### src/rtl/ksm_regs.vh
// register map, field positions and slot constants of the key stream field mapper
`ifndef KSM_REGS_VH
`define KSM_REGS_VH
`define KSM_OFS_CTRL 8'h00
`define KSM_OFS_CONFIG 8'h04
`define KSM_OFS_STATUS 8'h08
`define KSM_OFS_LENGTH 8'h0C
`define KSM_OFS_EXTRA 8'h10
`define KSM_CTRL_START 0
`define KSM_CTRL_ABORT 1
`define KSM_CFG_SLOT_LO 0
`define KSM_CFG_PAIR_LO 2
`define KSM_CFG_PROT_LO 4
`define KSM_CFG_TAIL_CT 6
`define KSM_CFG_J_LO 8
`define KSM_CFG_RESET 32'h0000_0001
`define KSM_ST_BUSY 0
`define KSM_ST_DONE 1
`define KSM_ST_SEG 2
`define KSM_ST_IDX_LO 16
`define KSM_SLOT_HALF 2'h0
`define KSM_SLOT_FULL 2'h1
`define KSM_SLOT_DOUBLE 2'h2
`define KSM_PAIR_2_4 2'h0
`define KSM_PAIR_2_8 2'h1
`define KSM_PAIR_4_4 2'h2
`define KSM_PAIR_8_8 2'h3
`define KSM_PROT_NONE 2'h0
`define KSM_PROT_SINGLE 2'h1
`define KSM_PROT_MULTI 2'h2
`define KSM_LEN_HALF_2_4 12'h0C8
`define KSM_LEN_HALF_2_8 12'h118
`define KSM_LEN_HALF_4_4 12'h108
`define KSM_LEN_HALF_8_8 12'h198
`define KSM_LEN_FULL_2_4 12'h2A8
`define KSM_LEN_FULL_2_8 12'h3E8
`define KSM_LEN_FULL_4_4 12'h2E8
`define KSM_LEN_FULL_8_8 12'h468
`define KSM_LEN_DBL_2_4 12'h668
`define KSM_LEN_DBL_2_8 12'h988
`define KSM_LEN_DBL_4_4 12'h6A8
`define KSM_LEN_DBL_8_8 12'hA08
`define KSM_SGL_FULL_2_4 12'h260
`define KSM_SGL_FULL_2_8 12'h3A0
`define KSM_SGL_FULL_4_4 12'h2A0
`define KSM_SGL_FULL_8_8 12'h420
`define KSM_SGL_DBL_2_4 12'h620
`define KSM_SGL_DBL_2_8 12'h940
`define KSM_SGL_DBL_4_4 12'h660
`define KSM_SGL_DBL_8_8 12'h9C0
`define KSM_SGL_HALF_TRIM 12'h048
`define KSM_EXTRA_2 8'h00
`define KSM_EXTRA_4 8'h40
`define KSM_EXTRA_8 8'h80
`define KSM_TAIL_BITS 12'h028
`define KSM_SUB_DATA 7'h40
`define KSM_SUB_LEN 7'h50
`define KSM_SUB_LEN_W 12'h050
`endif

### src/rtl/ksm_mapper.v
// key stream field mapper: bit-serial xor of segment bits onto tail and b-field
`timescale 1ns/1ps
`include "ksm_regs.vh"

module ksm_mapper (
  input wire CLK,
  input wire RST,
  input wire PSEL,
  input wire PENABLE,
  input wire PWRITE,
  input wire [7:0] PADDR,
  input wire [31:0] PWDATA,
  output reg [31:0] PRDATA,
  output reg PREADY,
  output reg PSLVERR,
  input wire KS_VALID,
  input wire KS_BIT,
  input wire FLD_BIT,
  output reg OUT_VALID,
  output reg OUT_BIT,
  output reg OUT_ENC,
  output reg [11:0] OUT_INDEX,
  output reg SEG_DONE,
  output reg BUSY
);
  localparam ST_IDLE = 2'b01;
  localparam ST_RUN = 2'b10;

  reg [1:0] state;
  reg [31:0] cfg;
  reg [1:0] act_slot;
  reg [1:0] act_pair;
  reg [1:0] act_prot;
  reg act_tail_ct;
  reg [11:0] act_len;
  reg [11:0] act_limit;
  reg [11:0] idx;
  reg [6:0] sub_off;
  reg [11:0] sub_base;
  reg seg;
  reg done;
  reg [11:0] next_len;
  reg [11:0] next_limit;
  reg [7:0] next_extra;
  reg [11:0] j2;
  reg [11:0] j3;
  reg enc;
  reg [11:0] pay_idx;
  reg [31:0] rd;
  reg rd_err;

  wire apb_acc = PSEL & PENABLE & PREADY;
  wire wr = apb_acc & PWRITE;
  wire wr_ctrl = wr & (PADDR == `KSM_OFS_CTRL);
  wire wr_cfg = wr & (PADDR == `KSM_OFS_CONFIG);
  wire wr_stat = wr & (PADDR == `KSM_OFS_STATUS);
  wire start = wr_ctrl & PWDATA[`KSM_CTRL_START] & state[0];
  wire abort = wr_ctrl & PWDATA[`KSM_CTRL_ABORT];
  wire step = state[1] & KS_VALID;
  wire last = step & (idx == act_len - 12'h001);
  wire [1:0] c_slot = cfg[`KSM_CFG_SLOT_LO+1:`KSM_CFG_SLOT_LO];
  wire [1:0] c_pair = cfg[`KSM_CFG_PAIR_LO+1:`KSM_CFG_PAIR_LO];
  wire [1:0] c_prot = cfg[`KSM_CFG_PROT_LO+1:`KSM_CFG_PROT_LO];
  wire [7:0] c_j = cfg[`KSM_CFG_J_LO+7:`KSM_CFG_J_LO];
  wire seg_end = last & seg;
  wire acc_first = PSEL & PENABLE & ~PREADY;
  wire in_tail = idx < `KSM_TAIL_BITS;
  // check bits sit at offsets 64..79 of each subfield
  wire sub_data = sub_off < `KSM_SUB_DATA;
  // a subfield that would run past the b-field payload is not part of this slot
  wire sub_fits = (sub_base + `KSM_SUB_LEN_W) <= act_limit;

  // lengths follow the configuration register; latched at start
  always @* begin
    j2 = {3'h0, c_j, 1'b0};
    j3 = j2 + {4'h0, c_j};
    case (c_slot)
      `KSM_SLOT_HALF: begin
        case (c_pair)
          `KSM_PAIR_2_4: next_len = `KSM_LEN_HALF_2_4 + j2;
          `KSM_PAIR_2_8: next_len = `KSM_LEN_HALF_2_8 + j3;
          `KSM_PAIR_4_4: next_len = `KSM_LEN_HALF_4_4 + j2;
          default: next_len = `KSM_LEN_HALF_8_8 + j3;
        endcase
      end
      `KSM_SLOT_DOUBLE: begin
        case (c_pair)
          `KSM_PAIR_2_4: next_len = `KSM_LEN_DBL_2_4;
          `KSM_PAIR_2_8: next_len = `KSM_LEN_DBL_2_8;
          `KSM_PAIR_4_4: next_len = `KSM_LEN_DBL_4_4;
          default: next_len = `KSM_LEN_DBL_8_8;
        endcase
      end
      default: begin
        case (c_pair)
          `KSM_PAIR_2_4: next_len = `KSM_LEN_FULL_2_4;
          `KSM_PAIR_2_8: next_len = `KSM_LEN_FULL_2_8;
          `KSM_PAIR_4_4: next_len = `KSM_LEN_FULL_4_4;
          default: next_len = `KSM_LEN_FULL_8_8;
        endcase
      end
    endcase
    // payload is everything after the tail bits
    next_limit = next_len - `KSM_TAIL_BITS;
    if (c_prot == `KSM_PROT_SINGLE) begin
      case (c_slot)
        // half slot data limit is a fixed trim below the segment length
        `KSM_SLOT_HALF: begin
          next_limit = next_len - `KSM_SGL_HALF_TRIM;
        end
        `KSM_SLOT_DOUBLE: begin
          case (c_pair)
            `KSM_PAIR_2_4: next_limit = `KSM_SGL_DBL_2_4;
            `KSM_PAIR_2_8: next_limit = `KSM_SGL_DBL_2_8;
            `KSM_PAIR_4_4: next_limit = `KSM_SGL_DBL_4_4;
            default: next_limit = `KSM_SGL_DBL_8_8;
          endcase
        end
        // slot code 3 falls back to the full slot table, as the lengths do
        default: begin
          case (c_pair)
            `KSM_PAIR_2_4: next_limit = `KSM_SGL_FULL_2_4;
            `KSM_PAIR_2_8: next_limit = `KSM_SGL_FULL_2_8;
            `KSM_PAIR_4_4: next_limit = `KSM_SGL_FULL_4_4;
            default: next_limit = `KSM_SGL_FULL_8_8;
          endcase
        end
      endcase
    end
    case (c_pair)
      `KSM_PAIR_4_4: next_extra = `KSM_EXTRA_4;
      `KSM_PAIR_8_8: next_extra = `KSM_EXTRA_8;
      default: next_extra = `KSM_EXTRA_2;
    endcase
  end

  // per index: does this key bit land on a field bit
  always @* begin
    pay_idx = idx - `KSM_TAIL_BITS;
    enc = 1'b0;
    if (in_tail) begin
      enc = act_tail_ct;
    end else begin
      case (act_prot)
        `KSM_PROT_NONE: enc = pay_idx < act_limit;
        // data only: check bits and extra field lie past the limit
        `KSM_PROT_SINGLE: enc = pay_idx < act_limit;
        `KSM_PROT_MULTI: enc = sub_data & sub_fits;
        // code 3 leaves the whole b-field clear
        default: enc = 1'b0;
      endcase
    end
  end

  always @* begin
    rd = 32'h0000_0000;
    rd_err = 1'b0;
    case (PADDR)
      `KSM_OFS_CTRL: rd = 32'h0000_0000;
      `KSM_OFS_CONFIG: rd = cfg;
      `KSM_OFS_STATUS: begin
        rd[`KSM_ST_BUSY] = state[1];
        rd[`KSM_ST_DONE] = done;
        rd[`KSM_ST_SEG] = seg;
        rd[`KSM_ST_IDX_LO+11:`KSM_ST_IDX_LO] = idx;
      end
      `KSM_OFS_LENGTH: rd = {4'h0, next_limit, 4'h0, next_len};
      `KSM_OFS_EXTRA: rd = {24'h0000_00, next_extra};
      // unmapped offsets answer with an error and read zero
      default: rd_err = 1'b1;
    endcase
  end

  // one wait state on every transfer
  always @(posedge CLK or posedge RST) begin
    if (RST) begin
      PREADY <= 1'b0;
      PRDATA <= 32'h0000_0000;
      PSLVERR <= 1'b0;
      cfg <= `KSM_CFG_RESET;
    end else begin
      PREADY <= acc_first;
      // error flag is a one-cycle answer, read data holds until the next transfer
      if (acc_first) begin
        PRDATA <= PWRITE ? 32'h0000_0000 : rd;
        PSLVERR <= rd_err;
      end else begin
        PSLVERR <= 1'b0;
      end
      // settings cannot move under a running slot
      if (wr_cfg & state[0]) begin
        cfg <= PWDATA & 32'h0000_FF7F;
      end
    end
  end

  always @(posedge CLK or posedge RST) begin
    if (RST) begin
      state <= ST_IDLE;
      act_slot <= 2'h0;
      act_pair <= 2'h0;
      act_prot <= 2'h0;
      act_tail_ct <= 1'b0;
      act_len <= 12'h000;
      act_limit <= 12'h000;
      idx <= 12'h000;
      sub_off <= 7'h00;
      sub_base <= 12'h000;
      seg <= 1'b0;
      done <= 1'b0;
      OUT_VALID <= 1'b0;
      OUT_BIT <= 1'b0;
      OUT_ENC <= 1'b0;
      OUT_INDEX <= 12'h000;
      SEG_DONE <= 1'b0;
      BUSY <= 1'b0;
    end else begin
      OUT_VALID <= step;
      SEG_DONE <= last;
      if (step) begin
        // unmapped bits pass the field bit through untouched
        OUT_BIT <= FLD_BIT ^ (enc & KS_BIT);
        OUT_ENC <= enc;
        OUT_INDEX <= idx;
      end
      // segment end sets done even when software clears it in the same cycle
      if (seg_end) begin
        done <= 1'b1;
      end else if (wr_stat & PWDATA[`KSM_ST_DONE]) begin
        done <= 1'b0;
      end
      case (state)
        ST_IDLE: begin
          // start is only honoured from idle
          BUSY <= start;
          if (start) begin
            state <= ST_RUN;
            act_slot <= c_slot;
            act_pair <= c_pair;
            act_prot <= c_prot;
            act_tail_ct <= cfg[`KSM_CFG_TAIL_CT];
            act_len <= next_len;
            act_limit <= next_limit;
            idx <= 12'h000;
            sub_off <= 7'h00;
            sub_base <= 12'h000;
            seg <= 1'b0;
          end
        end
        ST_RUN: begin
          // abort does not set done so software can tell a cut slot from a finished one
          if (abort | seg_end) begin
            state <= ST_IDLE;
            BUSY <= 1'b0;
            idx <= 12'h000;
            sub_off <= 7'h00;
            sub_base <= 12'h000;
            seg <= 1'b0;
          end else if (last) begin
            seg <= 1'b1;
            idx <= 12'h000;
            sub_off <= 7'h00;
            sub_base <= 12'h000;
          end else if (step) begin
            idx <= idx + 12'h001;
            // subfield position counts payload bits only
            if (!in_tail) begin
              if (sub_off == `KSM_SUB_LEN - 7'h01) begin
                sub_off <= 7'h00;
                sub_base <= sub_base + `KSM_SUB_LEN_W;
              end else begin
                sub_off <= sub_off + 7'h01;
              end
            end
          end
        end
        default: begin
          state <= ST_IDLE;
          BUSY <= 1'b0;
          idx <= 12'h000;
          seg <= 1'b0;
        end
      endcase
    end
  end
endmodule

### config.mk
export PLATFORM = sky130hd
export DESIGN_NAME = ksm_mapper
export DESIGN_NICKNAME = d
export VERILOG_FILES = /design/src/rtl/ksm_mapper.v
export VERILOG_INCLUDE_DIRS = /design/src /design/src/rtl
export SDC_FILE = /design/constraint.sdc
export NUM_CORES = 1
export LEC_CHECK = 0
export ABC_AREA = 0
export BUFFER_PORTS_ARGS = -buffer_cell sky130_fd_sc_hd__buf_4
export CAP_MARGIN = 20
export CORE_MARGIN = 8
export CORE_UTILIZATION = 45
export CTS_CLUSTER_SIZE = 24
export DETAILED_ROUTE_END_ITERATION = 10
export PLACE_DENSITY = 0.77
export RECOVER_POWER = 25
export SYNTH_ARGS = -nofsm -noshare
export SYNTH_HDL_FRONTEND = slang
export SYNTH_SLANG_ARGS = --single-unit
### constraint.sdc
create_clock -name CLK -period 12.4 [get_ports CLK]
set_input_delay 2.48 -clock CLK [delete_from_list [all_inputs] [get_ports CLK]]
set_output_delay 2.48 -clock CLK [all_outputs]
set_load 0.02 [all_outputs]
* Yosys cells after proc, flatten, opt, wreduce, memory -nomap -nowiden
Cells that the tools add are included.
** Storage, ports and cells
- Flip-flop bits (word level) :: 128
- Input port bits :: 48
- Output and inout bits :: 51
- Word-level logic and storage cells :: 137
** Operators by class
- Add/sub/neg operators :: 12
- Order comparisons :: 4
- Eq/ne operators :: 21
- Mux-type cells :: 46
- Bitwise gates (word level) :: 20
- Reductions and logical operators :: 14
** Operator list (count)
- $mux 12 :: 10
- $pmux 12 s2 :: 5
- $pmux 11 s3 :: 3
- $pmux 12 s3 :: 2
- $mux 7 :: 6
- $pmux 13 s3 :: 1
- $mux 28 :: 1
- $sub 12x6->12 const B :: 2
- $add 9x10->11 const A :: 2
- $and 1x1->1 :: 17
- $eq 8x4->1 const B :: 2
- $pmux 8 s2 :: 1
- $pmux 7 s2 :: 1
- $add 12x1->12 const B :: 1
- $add 12x7->12 const B :: 1
- $eq 12x12->1 :: 1
- $le 12x12->1 :: 1
- $lt 12x12->1 :: 1
- $lt 12x6->1 const B :: 1
- $ne 4x4->1 const B :: 3
- $pmux 3 s4 :: 1
- $sub 12x1->12 const B :: 1
- $sub 12x7->12 const B :: 1
- $add 8x9->10 const A :: 1
- other kinds (26) :: 51

* Depth between registers and ports, before layout
Gate-level depths: netlist of run 1.
- Depth after elaboration :: 9
- Depth in mapped cells :: 19
- Gate-level depth less buffers :: 19

* Least setup slack after synthesis of run 1
No wires, ideal clock.
- Path type :: input-to-reg
- Start :: input port PADDR[1]
- End :: register sub_off[3]
- Library setup time :: 78 ps
- Data arrival time :: 4795 ps
- Data required time :: 12322 ps
- Path slack :: 7528 ps
- Stages :: 9
- Path buffers :: 0
- Cell sequence :: or4_1 -> nor3_2 -> nand2_1 -> o21ai_1 -> o21ai_0 -> nor2_1 -> o21ai_4 -> or3_1 -> a21boi_1
** Between the ends
- Cells in the longest elaborated chain, start to end :: 6
- Elaborated cells on any way between the ends :: 12
- Classes of those cells :: 3 x eq/ne; 2 x mux; 5 x bitwise; 2 x reduce/logical
** RTL lines
- start, declared :: RTL line ksm_mapper.v:11 : input wire [7:0] PADDR,
- $logic_not 8->1 (*)
- $and 1x1->1 (*) :: RTL line ksm_mapper.v:54 : wire wr_ctrl = wr & (PADDR == `KSM_OFS_CTRL);
- $and 1x1->1 (on tied branches) :: RTL line ksm_mapper.v:58, ksm_mapper.v:57
- $or 1x1->1 or $and 1x1->1 (tied branches) :: RTL line ksm_mapper.v:252, ksm_mapper.v:57
- $ne 4x4->1 (no source line) (tied with other cells)
- $reduce_and 4->1 (no source line) or $pmux 7 s2 (tied branches)
- end signal, assigned :: RTL line ksm_mapper.v:272 : sub_off <= sub_off + 7'h01;
- end, declared :: RTL line ksm_mapper.v:38 : reg [6:0] sub_off;
Mark *: on every way between the ends. The rest lies on a longest branch, timed or not.
A chain may end at the register's enable or synchronous reset.

* Worst setup path in the final report of run 1
- Start :: input port PADDR[1]
- End :: register sub_base[7]
** Between the ends
- Cells in the longest elaborated chain, start to end :: 6
- Elaborated cells on any way between the ends :: 13
- Classes of those cells :: 4 x eq/ne; 2 x mux; 5 x bitwise; 2 x reduce/logical
** RTL lines
- $logic_not 8->1 (*)
- $and 1x1->1 (*) :: RTL line ksm_mapper.v:54
- $and 1x1->1 (on tied branches) :: RTL line ksm_mapper.v:58, ksm_mapper.v:57
- $or 1x1->1 or $and 1x1->1 (tied branches) :: RTL line ksm_mapper.v:252, ksm_mapper.v:57
- $ne 4x4->1 (no source line) (tied with other cells)
- $reduce_and 5->1 (no source line) or $pmux 12 s2 (tied branches)
- end signal, assigned :: RTL line ksm_mapper.v:270 : sub_base <= sub_base + `KSM_SUB_LEN_W;
- end, declared :: RTL line ksm_mapper.v:39 : reg [11:0] sub_base;
Marks and branches as above.

==> metrics.md, run 1 <==
| Metric | Value |
|---|---|
| Status | finished with violations |
| Failing checks | max-capacitance violations, max-slew violations |
| Most common cell after layout, fill and taps aside | nand2_1 |
| Sw Share | 0.226 |
| Clk root buf | clkbuf_16 |
| Clock skew | 8.56 ps |
| Net switching power | 214 uW |
| Buffer count from post-CTS setup fixing | 0 |
| Fin util | 0.528 |
| DRC marker count from the first detailed-route iteration | 627 |
| Nets@finish | 1,044 |
| Synth Area in Compound Gates | 0.196 |
| # clock sinks | 120 |
| Req. time, crit path | 12,730 ps |
| Clk Latency, worst-skew pair | 420 ps |
| FF-to-FF setup slack | 7920 ps |
| Post-synthesis xor/xnor area fraction | 0.0599 |
| ANT cells | 0 |
| Drt first pass iters | 5 |
| Gpl congestion | 0.928 |
| Number of remaining DRC errors | 0 |
| Layout cells sized above 1 | 0.150 |
| Synthesis-to-finish area growth | 15.8% |
| Slew @ Worst Pin | 1980 ps |
| Core footprint | 17,200 sq um |
| CP arrival | 5550 ps |
| Register bit total from synthesis | 120 |
| Count of final hold-check violations | 0 |
| Most frequent cells in the layout | 124 x nand2_1, 118 x dfrtp_1, 79 x o21ai_0, 60 x buf_4, 53 x nor2_1 |
| Hold Crit Class | reg -> reg |
| Post-synth top flop | dfrtp_1 |
| Worst-path clk slew | 50 ps |
| Unrepaired setup endpoints after global routing | no |
| First-pass GRT wire length | 35,100 um |
| Largest family of logic cells by synthesized area | simple AND/OR/NAND/NOR gates |
| Power per cell area | 105 nW/um^2 |
| Largest cells by area after synthesis | dfrtp_1 38%, ha_1 7.5%, nand2_1 5.9% |
| Total CTS buffers | 17 |
| Hpwl dp | 15,900 um |
| Grt ovf | 0 |
| Static Leak | 0.00413 uW |
| Global Route Usage Sum | 0.200 |
| Syn Area/Cell | 8.78 sq um |
| Longest Clk Path Bufs | 2 |
| Power share of the clock group | 0.536 |
| H-tree depth | 4 |
| Mapped Cells | 892 |
| Number of port buffers | 77 |
| Slew Limit Headroom | -0.323 |
| Die height | 148 um |
| Via count | 6,817 |
| Sequential power share | 0.415 |
| Die Footprint | 21,900 sq um |
| Mapped cell area | 7830 sq um |
| Final slew viol count | 76 |
| Combinational share of power | 0.048 |
| Synth warn | 0 |
| Setup_tns | 0 ps |
| Post-Synth Simple-Gate Area | 0.200 |
| Final period util | 0.422 |
| I/O Pins | 99 |
| Final Setup Violations | 0 |
| Row cnt | 48 |
| Routed WL | 21,600 um |
| Max Cap Viol | 2 |
| Initial antenna violation count | 0 |
| Drt wl/cell | 18.3 um |
| Final Total Pwr | 948 uW |
| CTS tree | done |
| Resized Gates After CTS | 0 |
| Startpoint Class | primary input |
| Vias in the first global route | 6,615 |
| Setup CP Type | in -> reg |
| FMAX | 0.191 GHz |
| Synth area leader | dfrtp_1 |
| Design Area, Final | 9060 sq um |
| Mux contribution to synthesized area | 0.0340 |
| Cell variety after synth | 83 |
| Post-cts hold buffer count | 0 |
| Synth top area share | 0.377 |
| Antenna-violating nets left | 0 |
| Via density | 5.75 |
| Fin Hold WS | 476 ps |
| Crit. End Element | flip-flop |
| Cell Int Power | 734 uW |
| Initial core utilization | 0.456 |
| Register area share after synthesis | 0.384 |
| Tmin final | 5230 ps |
| Fraction of registers with async set/reset | 1.00 |
| Synth Area in Adders | 0.0777 |
| Fill count | 1,610 |
| Die X | 148 um |
| Peak supply drop | 94.3 uV |
| CP Max Fanout | 19 |
| Largest net degree at the start of global routing | 78 |
| Post-synth EDFFs | 0 |
| Placed inst area | 8520 sq um |
## per-layer routing
| layer | global-route usage | wire [um] | share of wire | up-vias |
|---|---|---|---|---|
| li1 | - | - | - | 3266 |
| met2 | 0.314 | 10100 | 0.47 | 251 |
| met4 | 0.0760 | 505 | 0.023 | 0 |
| met3 | 0.0535 | 1590 | 0.073 | 40 |
| met5 | 0 | 0 | 0 | - |
| met1 | 0.258 | 9470 | 0.44 | 3260 |
## stage by stage
stage               std cells  setup slack, ps
floorplan                 895             6740
global placement         1153             6880
detailed placement       1153             6770
CTS                      1184             7230
global route             1185             6900
finish                   1185             7170
## synth_stat cells (15+ instances only)
library cell	instances
dfrtp_1	118
ha_1	47
mux2_2	21
a21oi_1	41
nor2_1	53
inv_1	45
nand2b_1	16
nor3_1	15
o21ai_0	79
clkbuf_1	35
nand3_1	26
xnor2_1	32
a22oi_1	15
xor2_1	19
nand2_1	124
## registers in the layout (all words and copies together) (netlist names)
name	count
PSLVERR	1
PRDATA	28
state	2
OUT_VALID	1
SEG_DONE	1
sub_base	8
BUSY	1
sub_off	7
OUT_INDEX	12
act_len	12
seg	1
act_tail_ct	1
OUT_BIT	1
act_prot	2
act_limit	12
PREADY	1
idx	12
done	1
OUT_ENC	1
cfg	15
## critical path, stage by stage
cell and delay [ps]:
buf_4 100, or4_1 540, nor3_2 400, nand2_1 120, o21ai_1 390, o21ai_0 130, buf_4 180, nor2_1 370
o21ai_2 320, or2_0 310, o31ai_1 200
## power by group through the flow
stage	sequential [uW]	clock [uW]	combinational [uW]
2_1_floorplan	401	0	27.8
3_3_place_gp	401	0	45.2
3_5_place_dp	401	0	45.9
4_1_cts	394	512	46.0
5_1_grt	394	531	50.8
6_report	394	509	45.8
## final cells by class
| class | count | area [sq um] | share of cell area |
|---|---|---|---|
| Sequential cell | 120 | 3010 | 0.332 |
| Clock buffer | 20 | 457 | 0.0504 |
| Tap cell | 225 | 282 | 0.0311 |
| Inverter | 45 | 170 | 0.0188 |
| Clock inverter | 11 | 148 | 0.0163 |
| Timing Repair Buffer | 81 | 541 | 0.0597 |
| Multi-Input combinational cell | 683 | 4460 | 0.492 |
## cell families (layout without fill, tap and decap cells)
group                      after synthesis  after routing
and+or+nand+nor                        319            319
AOI/OAI and AO/OA                      236            236
buffers and inverters                   92            157
muxes                                   24             24
xor gates and xnor gates                52             52
other                                    1              4
DFF                                    120            120
adders and majority gates               48             48
## path summary, 6_finish.rpt
| path | cells past startpoint | to | from |
|---|---|---|---|
| max | 11 | sub_base[7]$_DFFE_PP0P_ | PADDR[1] |
| min | 2 | PRDATA[5]$_DFFE_PP0P_ | PRDATA[5]$_DFFE_PP0P_ |
| max reg2reg | 19 | act_limit[9]$_DFFE_PP0P_ | cfg[8]$_DFFE_PP0P_ |
| min reg2reg | 2 | PRDATA[5]$_DFFE_PP0P_ | PRDATA[5]$_DFFE_PP0P_ |
| max in group asynchronous | 3 | cfg[15]$_DFFE_PP0P_ | RST |
| min in group asynchronous | 2 | sub_base[10]$_DFFE_PP0P_ | RST |
Power figures use the tool's default switching activity.
==> inputs of run 2 (changes only) <==
Settings changed: PLACE_DENSITY 0.77 to 0.79.
Clock period 12.4 ns to 4.5 ns, I/O delays scaled along.
==> metrics.md, run 2 (synthesis gave the netlist of run 1 again) <==
| Metric | Value |
|---|---|
| Global Route Usage Sum | 0.199 (was 0.200) |
| Synthesis-to-finish area growth | 17.2% (was 15.8%) |
| Final period util | 0.935 |
| Die X | 148 um (unchanged) |
| Count of final hold-check violations | 0 (unchanged) |
| Largest net degree at the start of global routing | 63 (was 78) |
| Slew @ Worst Pin | 2650 ps (was 1980 ps) |
| Antenna-violating nets left | 0 (unchanged) |
| Number of port buffers | 77 (unchanged) |
| Most frequent cells in the layout | 124 x nand2_1, 118 x dfrtp_1, 86 x buf_4, 79 x o21ai_0, 53 x nor2_1 (was 124 x nand2_1, 118 x dfrtp_1, 79 x o21ai_0, 60 x buf_4, 53 x nor2_1) |
| Initial core utilization | 0.456 (unchanged) |
| I/O Pins | 99 (unchanged) |
| CP Cell Sequence | ha_1 -> a211oi_1 -> nor2_1 -> or2_2 -> ha_1 -> xnor3_1 -> o31ai_1 -> buf_4 -> a21oi_1 -> xnor2_1 -> o211ai_1 -> mux2_2 (was buf_4 -> or4_1 -> nor3_2 -> nand2_1 -> o21ai_1 -> o21ai_0 -> buf_4 -> nor2_1 -> o21ai_2 -> or2_0 -> o31ai_1) |
| Sw Share | 0.218 (was 0.226) |
| Static Leak | 0.00423 uW (was 0.00413 uW) |
| Max Cap Viol | 1 (was 2) |
| Biggest register | PRDATA (unchanged) |
| ANT cells | 0 (unchanged) |
| Max stage delay on crit path | 540 ps (about the same) |
| Setup CP Type | reg -> reg (was in -> reg) |
| FMAX | 0.238 GHz |
| Layout cells sized above 1 | 0.175 (was 0.150) |
| CTS tree | done (unchanged) |
| Cell family with most CP delay | compound AO/OA/AOI/OAI gates (was simple AND/OR/NAND/NOR gates) |
| Hold Crit Class | reg -> reg (unchanged) |
| Clock skew | 7.36 ps (was 8.56 ps) |
| Final slew viol count | 63 (was 76) |
| Core footprint | 17,200 sq um (unchanged) |
| Power share of the clock group | 0.526 (was 0.536) |
| Clk root buf | clkbuf_16 (unchanged) |
| Placed inst area | 8570 sq um (was 8520 sq um) |
| Critical path buffer and inverter count | 1 (was 2) |
| CP max stage cell | a211oi_1 (was or4_1) |
| CP Max Fanout | 9 (was 19) |
| Via density | 5.77 (was 5.75) |
| # clock sinks | 120 (unchanged) |
| Unrepaired setup endpoints after global routing | no (unchanged) |
| Status | finished with violations (unchanged) |
| H-tree depth | 4 (unchanged) |
| Via count | 6,878 (was 6,817) |
| Crit. End Element | flip-flop (unchanged) |
| Row cnt | 48 (unchanged) |
| Initial antenna violation count | 0 (unchanged) |
| Drt wl/cell | 18.0 um (was 18.3 um) |
| Slew Limit Headroom | -0.775 (was -0.323) |
| Die Footprint | 21,900 sq um (unchanged) |
| Power per cell area | 280 nW/um^2 (was 105 nW/um^2) |
| Total CTS buffers | 17 (unchanged) |
| Final Setup Violations | 0 (unchanged) |
| Req. time, crit path | 4800 ps (was 12,730 ps) |
| Failing checks | max-capacitance violations, max-slew violations (unchanged) |
| Most common cell after layout, fill and taps aside | nand2_1 (unchanged) |
| Clk Latency, worst-skew pair | 420 ps (about the same) |
| Longest Clk Path Bufs | 2 (unchanged) |
| Routed WL | 21,500 um (was 21,600 um) |
| Peak supply drop | 302 uV (was 94.3 uV) |
| CP arrival | 4500 ps (was 5550 ps) |
| Design Area, Final | 9170 sq um (was 9060 sq um) |
| Combinational share of power | 0.050 (was 0.048) |
| Gpl congestion | 0.933 (was 0.928) |
| Number of remaining DRC errors | 0 (unchanged) |
| Grt ovf | 0 (unchanged) |
| Drt first pass iters | 5 (unchanged) |
| Vias in the first global route | 6,746 (was 6,615) |
| Max reg flops | 28 (unchanged) |
| Tmin final | 4210 ps |
| Sequential power share | 0.424 (was 0.415) |
| DRC marker count from the first detailed-route iteration | 566 (was 627) |
| First-pass GRT wire length | 35,000 um (was 35,100 um) |
| Startpoint Class | flip-flop (was primary input) |
| Net switching power | 558 uW (was 214 uW) |
| Largest regs | PRDATA (28), cfg (15) (unchanged) |
| Worst-path clk slew | 50 ps (about the same) |
| Setup_tns | 0 ps (unchanged) |
| Nets@finish | 1,052 (was 1,044) |
| Hpwl dp | 16,100 um (was 15,900 um) |
| Top cell by count, worst path | ha_1 (was buf_4) |
| Die height | 148 um (unchanged) |
| Cell Int Power | 2010 uW (was 734 uW) |
==> run 2: worst register-to-register path, cell delays in order, from the launching register on <==
cell	delay, ps
dfrtp_1	460
ha_1	360
a211oi_1	540
nor2_1	160
or2_2	330
ha_1	260
xnor3_1	380
o31ai_1	530
buf_4	270
a21oi_1	140
xnor2_1	160
o211ai_1	160
mux2_2	330
==> run 2: stage by stage <==
step                hold WS, ps  power (uW)  std cells  utilization  setup WS [ps]
floorplan                   447        1180        895            -            417
global placement            455        1230       1160        0.499            252
detailed placement          463        1230       1160        0.499            205
CTS                         477        2580       1191        0.533            160
global route                503        2650       1193        0.534           3.96
finish                      472        2560       1193        0.534            293
==> run 2: cell type report <==
type,instances,area [sq um]
fillers,1579,8010
clock inverters,9,125
repair buffers,89,661
multi-input cells,683,4470
well taps,225,282
flip-flops and latches,120,3010
inverters,45,170
clock buffers,22,454
==> run 2: final timing paths <==
check,slack [ps],end,cells past startpoint,startpoint
setup reg to reg,290,act_limit[7]$_DFFE_PP0P_,12,cfg[10]$_DFFE_PP0P_
max in group asynchronous,1080,PRDATA[8]$_DFFE_PP0P_,3,RST
hold / removal,470,PRDATA[14]$_DFFE_PP0P_,2,PRDATA[14]$_DFFE_PP0P_
min in group asynchronous,1200,PRDATA[25]$_DFFE_PP0P_,2,RST
setup / recovery,290,act_limit[7]$_DFFE_PP0P_,12,cfg[10]$_DFFE_PP0P_
hold reg to reg,470,PRDATA[14]$_DFFE_PP0P_,2,PRDATA[14]$_DFFE_PP0P_
==> run 2: repair_timing <==
action | 4_1_cts | 5_1_grt
endpoints found under the setup margin | 0 | 9
setup buffers | 0 | 2
hold buffers | 0 | 0
resized for setup | 0 | 4
==> run 2: metal layers <==
metal  global-route usage  vias up  routed length, um
met4               0.0683        0                509
met2                0.317      288              10100
met1                0.252     3249               9210
met5                    0        -                  0
li1                     -     3290                  -
met3               0.0575       51               1700
==> run 2: power groups by stage <==
stage                     clock network [uW]  logic, uW  registers [uW]
after detailed placement                   0        129            1100
after global placement                     0        126            1100
final                                   1350        129            1090
after global routing                    1420        143            1090
after CTS                               1360        130            1090
after floorplan                            0       76.6            1110
==> inputs of run 3 (changes only) <==
Settings changed: CORE_ASPECT_RATIO set to 1.1, GPL_TIMING_DRIVEN set to 0.
==> metrics.md, run 3 (synthesis gave the netlist of run 1 again) <==
| Metric | Value |
|---|---|
| Status | finished with violations (unchanged) |
| Failing checks | max-capacitance violations, max-slew violations (unchanged) |
| Total CTS buffers | 17 (unchanged) |
| Clk root buf | clkbuf_16 (unchanged) |
| Final slew viol count | 92 (was 63) |
| DRC marker count from the first detailed-route iteration | 632 (was 566) |
| Drt first pass iters | 6 (was 5) |
| Min setup slack post-route | 167 ps (was 293 ps) |
| Crit. End Element | flip-flop (unchanged) |
| FF-to-FF path depth | 19 (was 12) |
| Synthesis-to-finish area growth | 20.4% (was 17.2%) |
| CTS tree | done (unchanged) |
| Area of the multi-input gates | 4490 sq um (was 4470 sq um) |
| Via count | 7,205 (was 6,878) |
| Fin Hold WS | 478 ps (was 472 ps) |
| Design Area, Final | 9420 sq um (was 9170 sq um) |
| Nets@finish | 1,088 (was 1,052) |
| Critical path buffer and inverter count | 2 (was 1) |
| Largest regs | PRDATA (28), cfg (15) (unchanged) |
| Fin util | 0.554 (was 0.534) |
| Critical hold path startpoint | OUT_INDEX[4]$_DFFE_PP0P_ (was PRDATA[14]$_DFFE_PP0P_) |
| Antenna-violating nets left | 0 (unchanged) |
| First-pass GRT wire length | 36,200 um (was 35,000 um) |
| Initial core utilization | 0.460 (was 0.456) |
| Die height | 154 um (was 148 um) |
| Hold Crit Class | reg -> reg (unchanged) |
| Max Cap Viol | 1 (unchanged) |
| Clk Latency, worst-skew pair | 420 ps (about the same) |
| Biggest register | PRDATA (unchanged) |
| Count of final hold-check violations | 0 (unchanged) |
| FF/Latch Area | 3010 sq um (about the same) |
| Startpoint Class | flip-flop (unchanged) |
| Setup_tns | 0 ps (unchanged) |
| Clock skew | 11.7 ps (was 7.36 ps) |
| Longest Clk Path Bufs | 2 (unchanged) |
| Gpl congestion | 0.950 (was 0.933) |
| FF-to-FF setup slack | 170 ps (was 290 ps) |
| Grt ovf | 0 (unchanged) |
| ANT cells | 0 (unchanged) |
| Row cnt | 50 (was 48) |
| Most common cell after layout, fill and taps aside | nand2_1 (unchanged) |
| Most frequent cells in the layout | 124 x nand2_1, 114 x dfrtp_1, 79 x o21ai_0, 79 x buf_4, 53 x nor2_1 (was 124 x nand2_1, 118 x dfrtp_1, 86 x buf_4, 79 x o21ai_0, 53 x nor2_1) |
| Pre-CTS WS | 91.2 ps (was 205 ps) |
| I/O Pins | 99 (unchanged) |
| Peak supply drop | 292 uV (was 302 uV) |
| FMAX | 0.231 GHz (was 0.238 GHz) |
| Cell family with most CP delay | compound AO/OA/AOI/OAI gates (unchanged) |
| Largest net degree at the start of global routing | 92 (was 63) |
| Slew Limit Headroom | -0.501 (was -0.775) |
| Slew @ Worst Pin | 2250 ps (was 2650 ps) |
| Via density | 5.82 (was 5.77) |
| Req. time, crit path | 4810 ps (was 4800 ps) |
| Placed inst area | 8740 sq um (was 8570 sq um) |
| Worst-path clk slew | 50 ps (about the same) |
| Max stage delay on crit path | 440 ps (was 540 ps) |
| Drt wl/cell | 18.1 um (was 18.0 um) |
| Setup CP Type | reg -> reg (unchanged) |
| Number of remaining DRC errors | 0 (unchanged) |
| Final period util | 0.963 (was 0.935) |
| Static Leak | 0.00432 uW (was 0.00423 uW) |
| # clock sinks | 120 (unchanged) |
| Die Footprint | 21,900 sq um (about the same) |
| Core footprint | 17,000 sq um (was 17,200 sq um) |
| CP Max Fanout | 6 (was 9) |
| Max reg flops | 28 (unchanged) |
| Number of port buffers | 77 (unchanged) |
| CP max stage cell | fa_1 (was a211oi_1) |
| Die X | 142 um (was 148 um) |
| Layout cells sized above 1 | 0.179 (was 0.175) |
| R2R Path Start | cfg[8]$_DFFE_PP0P_ (was cfg[10]$_DFFE_PP0P_) |
| Final Setup Violations | 0 (unchanged) |
| Vias in the first global route | 6,991 (was 6,746) |
| Routed WL | 22,400 um (was 21,500 um) |
| CP arrival | 4640 ps (was 4500 ps) |
| Fill count | 1,580 (was 1,579) |
| Initial antenna violation count | 0 (unchanged) |
| H-tree depth | 4 (unchanged) |
| Power per cell area | 294 nW/um^2 (was 280 nW/um^2) |
| Hpwl dp | 16,900 um (was 16,100 um) |
| Hold Crit Endpoint | OUT_INDEX[4]$_DFFE_PP0P_ (was PRDATA[14]$_DFFE_PP0P_) |
| Tmin final | 4330 ps (was 4210 ps) |
| RR Endpoint | act_limit[10]$_DFFE_PP0P_ (was act_limit[7]$_DFFE_PP0P_) |
| Global Route Usage Sum | 0.207 (was 0.199) |
| Worst Hold Path Cells | 2 (unchanged) |
| CP Cell Sequence | ha_2 -> inv_1 -> fa_1 -> nor2b_2 -> o221a_2 -> o21ai_0 -> nand2b_1 -> xnor2_1 -> ha_2 -> inv_1 -> a2111oi_0 -> a211o_1 -> a31oi_1 -> xnor2_1 -> a211oi_2 -> nand2b_1 -> nor3_2 -> o21ai_1 -> a31o_2 (was ha_1 -> a211oi_1 -> nor2_1 -> or2_2 -> ha_1 -> xnor3_1 -> o31ai_1 -> buf_4 -> a21oi_1 -> xnor2_1 -> o211ai_1 -> mux2_2) |
run 3: worst max-delay path by stage:
stage	from	endpoint	depth (start not counted)
floorplan	RST	BUSY$_DFFE_PP0N_	1
global placement	RST	cfg[15]$_DFFE_PP0P_	2
detailed placement	cfg[9]$_DFFE_PP0P_	PRDATA[25]$_DFFE_PP0P_	19
CTS	cfg[9]$_DFFE_PP0P_	PRDATA[25]$_DFFE_PP0P_	19
global route	cfg[10]$_DFFE_PP0P_	act_limit[10]$_DFFE_PP0P_	18
finish	cfg[8]$_DFFE_PP0P_	act_limit[10]$_DFFE_PP0P_	19
run 3: area by class of cell:
cell class / count / share of cell area
inverter: 45 / 0.0181
sequential: 120 / 0.319
tap: 234 / 0.0311
multi-input combinational: 683 / 0.476
buffer: 46 / 0.0214
timing repair buffer: 79 / 0.0627
clock inverter: 8 / 0.0202
clock buffer: 24 / 0.0511
run 3: per-stage QoR:
step	total power, uW	instances
finish	2770	1239
floorplan	1180	895
global route	2850	1239
global placement	1230	1206
CTS	2790	1239
detailed placement	1240	1207
run 3: power breakdown:
group | switching (uW) | internal, uW | total [uW]
Combinational | 84.6 | 47.1 | 132
Sequential | 2.89 | 1080 | 1090
Clock | 474 | 1080 | 1550
Total | 562 | 2210 | 2770
run 3: metal layers:
metal,vias to the layer above,share of wire,GRT usage
met5,-,0,0
met4,0,0.023,0.0650
met3,54,0.075,0.0511
met2,317,0.48,0.344
met1,3467,0.42,0.257
li1,3367,-,-
run 3: repair_timing:
action / 4_1_cts / 5_1_grt
hold buffers: 0 / 0
resized for setup: 0 / 11
setup buffers: 0 / 1
endpoints found under the setup margin: 0 / 7
run 3: worst reg2reg max path: cells and delay by family, from the launching register on:
| family | cells | cell delay [ps] |
|---|---|---|
| XOR/XNOR | 2 | 320 |
| AO/OA/AOI/OAI | 8 | 1660 |
| AND/OR/NAND/NOR | 4 | 620 |
| adder cells (fa/ha/maj) | 3 | 1070 |
| flip-flops | 1 | 430 |
| buffers and inverters | 2 | 130 |
